`src/pkg/cod_pkg.sv`:
```
/*
  cod_pkg: shared constants and types of the opcode decoder.
  Assumes one system clock at 100 MHz and a machine cycle of two clocks.
*/
package cod_pkg;

  // system clock and machine cycle timing
  localparam int CLK_PERIOD_NS = 10;
  localparam int CLKS_PER_MC = 2;

  // instruction lengths in bytes
  localparam logic [1:0] LEN_1 = 2'h1;
  localparam logic [1:0] LEN_2 = 2'h2;
  localparam logic [1:0] LEN_3 = 2'h3;

  // execution times in machine cycles
  localparam logic [2:0] CYC_1 = 3'h1;
  localparam logic [2:0] CYC_2 = 3'h2;
  localparam logic [2:0] CYC_4 = 3'h4;

  // opcode nibble and byte codes; the decoder uses LO_PAGE and OP_JUMP_BIT_CLEAR
  localparam logic [3:0] LO_PAGE = 4'h1;
  localparam logic [3:0] LO_DIRECT = 4'h5;
  localparam logic [7:0] OP_EXTENDED = 8'ha5;
  localparam logic [7:0] OP_JUMP_BIT_CLEAR = 8'h10;

  // extended opcode select values picked for the two extra instructions
  localparam logic [3:0] EOS_CODE_STORE = 4'h1;
  localparam logic [3:0] EOS_TRAP = 4'h2;

  typedef enum logic [4:0] {
    CL_NOP = 5'h00,
    CL_ARITH = 5'h01,
    CL_LOGIC = 5'h02,
    CL_ACC_UNARY = 5'h03,
    CL_MULDIV = 5'h04,
    CL_MOVE = 5'h05,
    CL_CODE_READ = 5'h06,
    CL_XDATA = 5'h07,
    CL_STACK = 5'h08,
    CL_EXCH = 5'h09,
    CL_NIBBLE_EXCH = 5'h0a,
    CL_BOOL = 5'h0b,
    CL_JUMP = 5'h0c,
    CL_CALL = 5'h0d,
    CL_RETURN = 5'h0e,
    CL_COND_BRANCH = 5'h0f,
    CL_CODE_STORE = 5'h10,
    CL_TRAP = 5'h11,
    CL_ILLEGAL = 5'h12
  } cod_class_t;

  typedef struct packed {
    logic [1:0] len;
    logic [2:0] cyc;
    cod_class_t cls;
  } cod_dec_t;

  function automatic cod_dec_t cod_mk(input logic [1:0] len,
                                      input logic [2:0] cyc,
                                      input cod_class_t cls);
    cod_dec_t d;
    d.len = len;
    d.cyc = cyc;
    d.cls = cls;
    return d;
  endfunction

endpackage

```
`src/cod_mcycle_timer.sv`:
```
/*
  cod_mcycle_timer: divides the system clock into machine cycles.
  Assumes run is held high for the whole of an instruction's execution.
*/
`timescale 1ns/100ps
module cod_mcycle_timer
  import cod_pkg::*;
#(
  parameter int CLKS = CLKS_PER_MC
) (
  input wire logic sys_clk,
  input wire logic sys_rst,
  input wire logic run,
  output logic mc_tick
);

  generate
    if (CLKS < 2 || CLKS > 16) begin : g_bad_clks
      $error("machine cycle length out of range");
    end
  endgenerate

  typedef struct packed {
    logic [3:0] count;
  } cod_tmr_state_t;

  localparam logic [3:0] LAST = 4'(CLKS - 1);

  cod_tmr_state_t st;
  cod_tmr_state_t next_st;

  // tick marks the last clock of each machine cycle
  assign mc_tick = run && (st.count == LAST);

  always_comb begin
    next_st = st;
    if (!run || mc_tick) begin
      next_st.count = 4'h0;
    end else begin
      next_st.count = st.count + 4'h1;
    end
  end

  always_ff @(posedge sys_clk) begin
    if (sys_rst) begin
      st <= '0;
    end else begin
      st <= next_st;
    end
  end

endmodule

```
`src/cod_opcode_decoder.sv`:
```
/*
  cod_opcode_decoder: opcode decoder and machine cycle sequencer of an
  8-bit core. Takes one opcode byte, reports length, machine cycles,
  operation class and fields embedded in the opcode, then counts the
  instruction's machine cycles.
  Assumes the fetch unit offers opcode with op_valid on sys_clk and that
  extended_opcode_select comes from a register on the same clock.
*/
// Behaviour
// - every opcode reports one to three bytes
// - one, two or four cycles; only mul/div four
// - machine cycle lasts two system clocks
// - register blocks take register from low bits
// - page jumps use top opcode bits as address
// - add forms in four modes, one cycle
// - logic immediate to direct: three bytes, two cycles
// - register logic into accumulator: one byte, cycle
// - accumulator unary ops are one byte, cycle
// - code reads are one byte, two cycles
// - external moves one byte, two cycles
// - direct-direct move, pointer load: three bytes, two
// - push and pop: two bytes, two cycles
// - byte exchanges, nibble exchange in one cycle
// - bit logic into carry: two bytes, two
// - bit to carry one cycle, back two
// - long call, returns take two cycles
// - relative and flag jumps: two bytes, two
// - bit jumps three bytes; clear variant clears bit
// - compare and decrement jumps three bytes, two
// - indirect jump two cycles; no-op one cycle
// - extended opcode picks code store or trap
`timescale 1ns/100ps
module cod_opcode_decoder
  import cod_pkg::*;
#(
  parameter int CLKS_MC = CLKS_PER_MC
) (
  input wire logic sys_clk,
  input wire logic sys_rst,
  input wire logic op_valid,
  input wire logic [7:0] opcode,
  input wire logic [3:0] extended_opcode_select,
  output logic op_ready,
  output logic info_valid,
  output logic [1:0] instr_len,
  output logic [2:0] instr_cycles,
  output cod_class_t instr_class,
  output logic [2:0] work_reg,
  output logic work_reg_valid,
  output logic ind_reg,
  output logic ind_reg_valid,
  output logic [2:0] page_addr_hi,
  output logic page_addr_valid,
  output logic clear_tested_bit,
  output logic mc_tick,
  output logic instr_done
);

  typedef enum logic [1:0] {
    ST_IDLE = 2'b01,
    ST_EXEC = 2'b10
  } cod_fsm_t;

  typedef struct packed {
    cod_fsm_t fsm;
    logic [1:0] len;
    logic [2:0] cyc;
    cod_class_t cls;
    logic [2:0] work_reg;
    logic work_reg_valid;
    logic ind_reg;
    logic ind_reg_valid;
    logic [2:0] page_hi;
    logic page_valid;
    logic clr_bit;
    logic [2:0] mc_count;
  } cod_state_t;

  cod_state_t st;
  cod_state_t next_st;
  logic tick;
  logic last_mc;

  // full opcode map, split on the low nibble then the high nibble
  function automatic cod_dec_t cod_decode(input logic [7:0] op,
                                          input logic [3:0] eos);
    cod_dec_t d;
    logic [3:0] hi;
    logic [3:0] lo;
    d = cod_mk(LEN_1, CYC_1, CL_ILLEGAL);
    hi = op[7:4];
    lo = op[3:0];
    if (lo[3] || lo[3:1] == 3'h3) begin
      // register (x8-xF) and indirect (x6-x7) blocks share one map
      unique case (hi)
        4'h0, 4'h1: d = cod_mk(LEN_1, CYC_1, CL_ARITH);
        4'h2, 4'h3, 4'h9: d = cod_mk(LEN_1, CYC_1, CL_ARITH);
        4'h4, 4'h5, 4'h6: d = cod_mk(LEN_1, CYC_1, CL_LOGIC);
        4'h7: d = cod_mk(LEN_2, CYC_1, CL_MOVE);
        4'h8, 4'ha: d = cod_mk(LEN_2, CYC_2, CL_MOVE);
        4'hb: d = cod_mk(LEN_3, CYC_2, CL_COND_BRANCH);
        4'hc: d = cod_mk(LEN_1, CYC_1, CL_EXCH);
        4'hd: begin
          if (lo[3]) begin
            d = cod_mk(LEN_3, CYC_2, CL_COND_BRANCH);
          end else begin
            d = cod_mk(LEN_1, CYC_1, CL_NIBBLE_EXCH);
          end
        end
        4'he, 4'hf: d = cod_mk(LEN_1, CYC_1, CL_MOVE);
      endcase
    end else begin
      unique case (lo)
        4'h0: begin
          unique case (hi)
            4'h0: d = cod_mk(LEN_1, CYC_1, CL_NOP);
            4'h1, 4'h2, 4'h3: d = cod_mk(LEN_3, CYC_2, CL_COND_BRANCH);
            4'h4, 4'h5, 4'h6, 4'h7:
              d = cod_mk(LEN_2, CYC_2, CL_COND_BRANCH);
            4'h8: d = cod_mk(LEN_2, CYC_2, CL_JUMP);
            4'h9: d = cod_mk(LEN_3, CYC_2, CL_MOVE);
            4'ha, 4'hb: d = cod_mk(LEN_2, CYC_2, CL_BOOL);
            4'hc, 4'hd: d = cod_mk(LEN_2, CYC_2, CL_STACK);
            4'he, 4'hf: d = cod_mk(LEN_1, CYC_2, CL_XDATA);
          endcase
        end
        4'h1: begin
          if (hi[0]) begin
            d = cod_mk(LEN_2, CYC_2, CL_CALL);
          end else begin
            d = cod_mk(LEN_2, CYC_2, CL_JUMP);
          end
        end
        4'h2: begin
          unique case (hi)
            4'h0: d = cod_mk(LEN_3, CYC_2, CL_JUMP);
            4'h1: d = cod_mk(LEN_3, CYC_2, CL_CALL);
            4'h2, 4'h3: d = cod_mk(LEN_1, CYC_2, CL_RETURN);
            4'h4, 4'h5, 4'h6: d = cod_mk(LEN_2, CYC_1, CL_LOGIC);
            4'h7, 4'h8: d = cod_mk(LEN_2, CYC_2, CL_BOOL);
            4'h9: d = cod_mk(LEN_2, CYC_2, CL_BOOL);
            4'ha: d = cod_mk(LEN_2, CYC_1, CL_BOOL);
            4'hb, 4'hc, 4'hd: d = cod_mk(LEN_2, CYC_1, CL_BOOL);
            4'he, 4'hf: d = cod_mk(LEN_1, CYC_2, CL_XDATA);
          endcase
        end
        4'h3: begin
          unique case (hi)
            4'h0, 4'h1, 4'h2, 4'h3:
              d = cod_mk(LEN_1, CYC_1, CL_ACC_UNARY);
            4'h4, 4'h5, 4'h6: d = cod_mk(LEN_3, CYC_2, CL_LOGIC);
            4'h7: d = cod_mk(LEN_1, CYC_2, CL_JUMP);
            4'h8, 4'h9: d = cod_mk(LEN_1, CYC_2, CL_CODE_READ);
            4'ha: d = cod_mk(LEN_1, CYC_2, CL_ARITH);
            4'hb, 4'hc, 4'hd: d = cod_mk(LEN_1, CYC_1, CL_BOOL);
            4'he, 4'hf: d = cod_mk(LEN_1, CYC_2, CL_XDATA);
          endcase
        end
        4'h4: begin
          unique case (hi)
            4'h0, 4'h1, 4'hd: d = cod_mk(LEN_1, CYC_1, CL_ARITH);
            4'h2, 4'h3, 4'h9: d = cod_mk(LEN_2, CYC_1, CL_ARITH);
            4'h4, 4'h5, 4'h6: d = cod_mk(LEN_2, CYC_1, CL_LOGIC);
            4'h7: d = cod_mk(LEN_2, CYC_1, CL_MOVE);
            4'h8, 4'ha: d = cod_mk(LEN_1, CYC_4, CL_MULDIV);
            4'hb: d = cod_mk(LEN_3, CYC_2, CL_COND_BRANCH);
            4'hc, 4'he, 4'hf:
              d = cod_mk(LEN_1, CYC_1, CL_ACC_UNARY);
          endcase
        end
        4'h5: begin
          unique case (hi)
            4'h0, 4'h1: d = cod_mk(LEN_2, CYC_1, CL_ARITH);
            4'h2, 4'h3, 4'h9: d = cod_mk(LEN_2, CYC_1, CL_ARITH);
            4'h4, 4'h5, 4'h6: d = cod_mk(LEN_2, CYC_1, CL_LOGIC);
            4'h7, 4'h8: d = cod_mk(LEN_3, CYC_2, CL_MOVE);
            4'ha: begin
              if (eos == EOS_CODE_STORE) begin
                d = cod_mk(LEN_1, CYC_2, CL_CODE_STORE);
              end else if (eos == EOS_TRAP) begin
                d = cod_mk(LEN_1, CYC_1, CL_TRAP);
              end else begin
                // unselected extended opcode: flagged, one short cycle
                d = cod_mk(LEN_1, CYC_1, CL_ILLEGAL);
              end
            end
            4'hb, 4'hd: d = cod_mk(LEN_3, CYC_2, CL_COND_BRANCH);
            4'hc: d = cod_mk(LEN_2, CYC_1, CL_EXCH);
            4'he, 4'hf: d = cod_mk(LEN_2, CYC_1, CL_MOVE);
          endcase
        end
        default: d = cod_mk(LEN_1, CYC_1, CL_ILLEGAL);
      endcase
    end
    return d;
  endfunction

  // indirect register pairs: x6-x7 and the byte-wide external moves
  function automatic logic cod_is_indirect(input logic [7:0] op);
    logic r;
    r = (!op[3] && op[2:1] == 2'h3);
    if (op[7:5] == 3'h7 && op[3:1] == 3'h1) begin
      r = 1'b1;
    end
    return r;
  endfunction

  cod_mcycle_timer #(
    .CLKS(CLKS_MC)
  ) u_timer (
    .sys_clk(sys_clk),
    .sys_rst(sys_rst),
    .run(st.fsm == ST_EXEC),
    .mc_tick(tick)
  );

  assign last_mc = (st.mc_count == 3'(st.cyc - 3'h1));

  always_comb begin
    cod_dec_t d;
    d = cod_decode(opcode, extended_opcode_select);
    next_st = st;
    unique case (st.fsm)
      ST_IDLE: begin
        if (op_valid) begin
          // decode lands in the first clock of the first machine cycle
          next_st.fsm = ST_EXEC;
          next_st.len = d.len;
          next_st.cyc = d.cyc;
          next_st.cls = d.cls;
          next_st.work_reg = opcode[2:0];
          next_st.work_reg_valid = opcode[3];
          next_st.ind_reg = opcode[0];
          next_st.ind_reg_valid = cod_is_indirect(opcode);
          next_st.page_hi = opcode[7:5];
          next_st.page_valid = (opcode[3:0] == LO_PAGE);
          next_st.clr_bit = (opcode == OP_JUMP_BIT_CLEAR);
          next_st.mc_count = 3'h0;
        end
      end
      ST_EXEC: begin
        if (tick) begin
          if (last_mc) begin
            next_st.fsm = ST_IDLE;
            next_st.mc_count = 3'h0;
          end else begin
            next_st.mc_count = st.mc_count + 3'h1;
          end
        end
      end
    endcase
  end

  always_ff @(posedge sys_clk) begin
    if (sys_rst) begin
      st <= '{fsm: ST_IDLE, len: LEN_1, cyc: CYC_1, cls: CL_NOP,
              default: '0};
    end else begin
      st <= next_st;
    end
  end

  // one idle clock between instructions keeps the handshake simple
  assign op_ready = (st.fsm == ST_IDLE);
  assign info_valid = (st.fsm == ST_EXEC);
  assign instr_len = st.len;
  assign instr_cycles = st.cyc;
  assign instr_class = st.cls;
  assign work_reg = st.work_reg;
  assign work_reg_valid = st.work_reg_valid;
  assign ind_reg = st.ind_reg;
  assign ind_reg_valid = st.ind_reg_valid;
  assign page_addr_hi = st.page_hi;
  assign page_addr_valid = st.page_valid;
  assign clear_tested_bit = st.clr_bit;
  assign mc_tick = tick;
  assign instr_done = tick && last_mc && (st.fsm == ST_EXEC);

endmodule
```
`config.mk`:
```
export PLATFORM = sky130hd
export DESIGN_NAME = cod_opcode_decoder
export DESIGN_NICKNAME = d
export VERILOG_FILES = /design/src/pkg/cod_pkg.sv /design/src/cod_mcycle_timer.sv /design/src/cod_opcode_decoder.sv
export SDC_FILE = /design/constraint.sdc
export NUM_CORES = 1
export LEC_CHECK = 0
export BUFFER_PORTS_ARGS = -buffer_cell sky130_fd_sc_hd__buf_4
export CAP_MARGIN = 20
export CORE_MARGIN = 10
export CORE_UTILIZATION = 36
export CTS_BUF_LIST = sky130_fd_sc_hd__clkbuf_8
export DETAILED_ROUTE_END_ITERATION = 16
export PLACE_DENSITY_LB_ADDON = 0.08
export SLEW_MARGIN = 20
export SYNTH_ARGS = -nofsm -noshare
export SYNTH_HDL_FRONTEND = slang
export SYNTH_SLANG_ARGS = --single-unit
```
`constraint.sdc`:
```
create_clock -name sys_clk -period 2.4 [get_ports sys_clk]
set_clock_uncertainty 0.05 [all_clocks]
set_input_delay 0.72 -clock sys_clk [delete_from_list [all_inputs] [get_ports sys_clk]]
set_output_delay 0.72 -clock sys_clk [all_outputs]
set_load 0.005 [all_outputs]
```
# == Word level (Yosys, flattened, before mapping) ==
# Memory sizes are Yosys's and may differ from the RTL's.
# Cells that the tools add are included.
# classes
shifts,0
bitwise_logic,0
n_lt_le_gt_ge,0
div_mod_pow,0
muxes,16
n_addsub,3
reduce_logical,21
n_eq_ne,34
multipliers,0
# ops
cell,count
one-hot mux 10 bit (8 select lines),1
one-hot mux 10 bit (7 select lines),1
one-hot mux 10 bit (6 select lines),1
== test 4 bit (second input constant),8
two-way mux 26 bit,1
== test 4 x 3 -> 1 bit (second input constant),6
== test 4 x 2 -> 1 bit (second input constant),5
two-way mux 10 bit,2
== test 4 x 1 -> 1 bit (second input constant),4
OR reduction 2 bit,5
== test 8 x 5 -> 1 bit (second input constant),1
logical NOT 4 bit,2
two-way mux 7 bit,1
two-way mux 2 bit,3
two-way mux 3 bit,2
inequality test 2 bit (second input constant),3
one-hot mux 3 bit (2 select lines),1
logical AND 1 bit,5
OR reduction 5 bit,1
adder 4 x 1 -> 4 bit (second input constant),1
== test 2 bit (second input constant),2
one-hot mux 2 bit (2 select lines),1
AND reduction 2 bit,2
adder 3 x 1 -> 3 bit (second input constant),1
11 further kinds,14
# totals
n_memories,4
out_inout_bits,25
mem_bits_ro,512
ram_bits,0
regBits,30
input_bits,15
latch_bits,0
# memory_table
memory,words,width,rd,rd_ports_with_merged_regs,wr,line_no,rtl
(no name shown),16,9,1,0,0,cod_opcode_decoder.sv:160,unique case (hi)
(no name shown),16,8,1,0,0,cod_opcode_decoder.sv:115,unique case (hi)
(no name shown),16,8,1,0,0,cod_opcode_decoder.sv:135,unique case (hi)
(no name shown),16,7,1,0,0,cod_opcode_decoder.sv:148,unique case (hi)

# == Logic depth before layout (Yosys ltp) ==
# logic_depth
ltp_word,8
mapped_depth,8
mapped_depth_nobuf,7

# == Modules after synthesis ==
# From an unflattened synthesis, not the netlist that was laid out.
# hier_totals
cells_unflattened,318
area_unflattened_um2,2389.8
# modules_own_cells
mod,instances,area_each_um2,seq_area_each_um2,cells_per_inst
cod_opcode_decoder,1,2198.4,500.5,300
cod_mcycle_timer,1,191.4,80.1,18

# == Least setup slack after synthesis ==
# OpenSTA, ideal clock, no wires.
# synth_timing
kind,in2reg
start,input port opcode[3]
end,register st (netlist bit instr_cycles[0])
t_arrival_ns,2.158
stages,7
setup_slack_ns,0.123
path_buffers,2
path_cell_list,buf_6 or4_1 clkbuf_2 or4_1 a21oi_1 nor4_1 a21oi_1
# synth_between
elab_chain_cells,3
elab_cells_between_ends,12
cone_classes,eq/ne: 6; mux: 4; reduce/logical: 2
# synth_lines
element,line_no,rtl
start: declaration,cod_opcode_decoder.sv:41,"input wire logic [7:0] opcode,"
== test 4 x 3 -> 1 bit (tied with other cells),cod_opcode_decoder.sv:113,unique case (lo)
one-hot mux 10 bit (6 select lines) (tied with other cells),cod_opcode_decoder.sv:113,
two-way mux 10 bit (*),cod_opcode_decoder.sv:93,if (lo[3] || lo[3:1] == 3'h3) begin
end signal: assignment,cod_opcode_decoder.sv:256,"st <= '{fsm: ST_IDLE, len: LEN_1, cyc: CYC_1, cls: CL_NOP,"
end signal: assignment,cod_opcode_decoder.sv:259,st <= next_st;
end: declaration,cod_opcode_decoder.sv:79,cod_state_t st;
# Every way passes the cells marked *; elsewhere a longest branch is shown, timed or not.
# A chain may end at the register's enable or synchronous reset.

# == Final worst setup path ==
# layout_timing
start,register st (netlist bit instr_cycles[0])
end,output port instr_done
# layout_between
elab_chain_cells,4
# layout_lines
element,line_no,rtl
subtractor 3 x 1 -> 3 bit,cod_opcode_decoder.sv:217,assign last_mc = (st.mc_count == 3'(st.cyc - 3'h1));
== test 3 bit,cod_opcode_decoder.sv:217,
logical AND 1 bit (2 in a row),cod_opcode_decoder.sv:277,assign instr_done = tick && last_mc && (st.fsm == ST_EXEC);
end: declaration,cod_opcode_decoder.sv:56,output logic instr_done
# No other way between the ends.

==> summary.txt <==
Status: finished, final reports clean
Number of global-route vias before repair: 2,572
R2R Path End: st[2]
Worst hold path class: reg -> reg
Max Buffers Root-to-Sink: 2
Simple-gate portion of the synthesized area: 27.07%
Worst EP required: 1.63 ns
Min Tclk post-route: 2.284 ns
Largest net degree at the start of global routing: 26
Overflow after GRT: 0
Syn_nets: 353
Top-Level Pins: 40
#FFs+latches synth: 29
Drt initial violations: 263
Max rail drop VDD: 295.1 uV
Area added between synthesis and finish: 23.17%
Worst Max-Slew Pin Slew: 0.4643 ns
Syn Inst Count: 329
Compound-Gate Fraction of Synth Area: 26.55%
Worst Min Path Start: u_timer.st[0]
Max-cap violations: 0
R2R Path Start: u_timer.st[1]
Pleak: 1.235 nW
Post-synth top area share: 24.15%
Post-DP HPWL: 6142 um
DR DRC count: 0
Post-synth top flop: dfxtp_1
Top cells by area, synth: dfxtp_1 24%, a21oi_1 7.5%, nand2_1 5.6%
Filler cells: 672
Chip Height: 101.7 um
CTS buffer count: 5
Final wirelength: 8052 um
Flop-to-flop setup slack: 0.63 ns
Row count: 29
Number of hold buffers added after cts: 0
Via count: 2,597
Avg WL per Cell: 18.01 um
Share of layout cells above drive strength 1: 25.95%
Crit share post-route: 95.17%
CP Class: reg -> out
Cell Pwr Density: 432.7 nW/um^2
Most frequent cells in the layout: 74 x buf_4, 36 x nand2_1, 36 x a21oi_1, 30 x nor2_1, 28 x dfxtp_1
Ys async rst share: 0%
Port-buffer cells: 39
Vias/cell: 5.810
Cell count of the worst hold path: 1
Clk slew on worst S/H paths: 0.07 ns
Main combinational cell family by area after synthesis: simple AND/OR/NAND/NOR gates
Max Transition Viols Final: 0
Syn Area/Cell: 7.306 um^2
GRT Overall Usage: 15.62%
Final setup violation count: 0
Clock sinks: 29
WHS Endpoint: u_timer.st[0]
Number of antenna violations at the first check in global routing: 0
RSZ-0062 raised after global routing: no
H-tree depth: 2
First-pass GRT wire length: 13,030 um
Synth Cell Area: 2404 um^2
CTS tree: built
Most common cell after layout, fill and taps aside: buf_4
Worst hold margin: 0.3914 ns
Arr. time, crit path: 1.51 ns
TritonRoute pass-1 iters: 4
CTS resizes: 3
Final Hold Viols: 0
Synth Area in Adders: 4.685%
# diodes: 0
Setup bufs post-CTS: 0
Mux contribution to synthesized area: 2.238%
Slew headroom: 68.25%
Worst R2R Path Depth: 7
Seq/Total Area, Yosys: 24.15%
Worst-skew pair later-pin latency: 0.28 ns
Worst Setup End Kind: output pin
CTS root buffer: clkbuf_8
Die Area: 10,340 um^2
Fin nets: 393
Yosys top cell by area: dfxtp_1
Dpl ws: -0.05224 ns
Distinct cells, synth: 61
Routed Antenna Nets: 0
Core Region: 6422 um^2
Syn. warnings: 0
Final WS setup: 0.1159 ns
Synth Area in XOR/XNOR: 3.852%
Initial Util: 37.42%
Peak Freq: 437.8 MHz
Gp weighted congestion: 0.9434
EDFF count, synth: 0
Crit path launch type: register
Worst-path fanout max: 2
Die span in x: 101.7 um
stage by stage:
stage | instance area [um^2] | power (W) | cells | TNS (ns) | util [%]
after floorplan | 2404 | 0.0007454 | 329 | 0 | -
after global placement | 2865 | 0.0008927 | 439 | -0.07015 | 44.61
after detailed placement | 2865 | 0.0008912 | 439 | -0.05224 | 44.61
after CTS | 2960 | 0.001292 | 447 | 0 | 46.09
after global routing | 2960 | 0.001350 | 447 | 0 | 46.09
final | 2960 | 0.001281 | 447 | 0 | 46.09
metal layers:
layer / wire length, um / global-route usage (%)
met3: 778 / 4.357
met5: 0 / 0
met2: 3650 / 25.15
met4: 182 / 6.491
met1: 3440 / 19.11
worst max-delay path, stage by stage, from the launching register on:
cell and delay (ns):
dfxtp_1 0.35, inv_1 0.05, ha_1 0.29, xor2_1 0.13
nand3_1 0.13, nor3_2 0.15, buf_4 0.14
synth_stat cells, drive strengths merged, types with 4 or more instances:
cell type and n:
a211oi 4, a21oi 36, a31oi 6, buf 20
clkbuf 23, dfxtp 29, ha 9, inv 12
nand2 36, nand2b 5, nand3 8, nor2 30
nor3 9, o21ai 12, o31ai 4, xor2 5
cell type report:
class | instances | area, um^2 | area share, %
Inverter | 12 | 45.04 | 1.522
Clock buffer | 5 | 68.82 | 2.325
Timing Repair Buffer | 76 | 595.6 | 20.12
Clock inverter | 3 | 17.52 | 0.5917
Sequential cell | 29 | 581.8 | 19.65
Tap cell | 77 | 96.34 | 3.254
Multi-Input combinational cell | 245 | 1555 | 52.54
worst max path at each step:
stage | from | endpoint | slack [ns] | cells after the start
detailed placement | opcode[6] | instr_class[2] | -0.05 | 9
global placement | opcode[6] | instr_class[2] | -0.07 | 9
floorplan | opcode[3] | instr_cycles[0] | 0.12 | 7
global route | instr_cycles[0] | instr_done | 0.003 | 6
CTS | instr_cycles[0] | instr_done | 0.07 | 6
finish | instr_cycles[0] | instr_done | 0.12 | 6
power breakdown:
part           total, W  internal (W)  switching [W]
clock network  0.000396      0.000200       0.000196
registers      0.000515      0.000502      0.0000131
logic          0.000371      0.000164       0.000206
total           0.00128      0.000865       0.000415
cells by family after synthesis:
| logic type | Yosys count |
|---|---|
| adder cells (fa/ha/maj) | 9 |
| AND/OR/NAND/NOR | 125 |
| flip-flops | 29 |
| buffers and inverters | 55 |
| multiplexers | 4 |
| AO/OA/AOI/OAI | 98 |
| XOR/XNOR | 9 |
No activity file was read; power rests on OpenSTA's default activity.
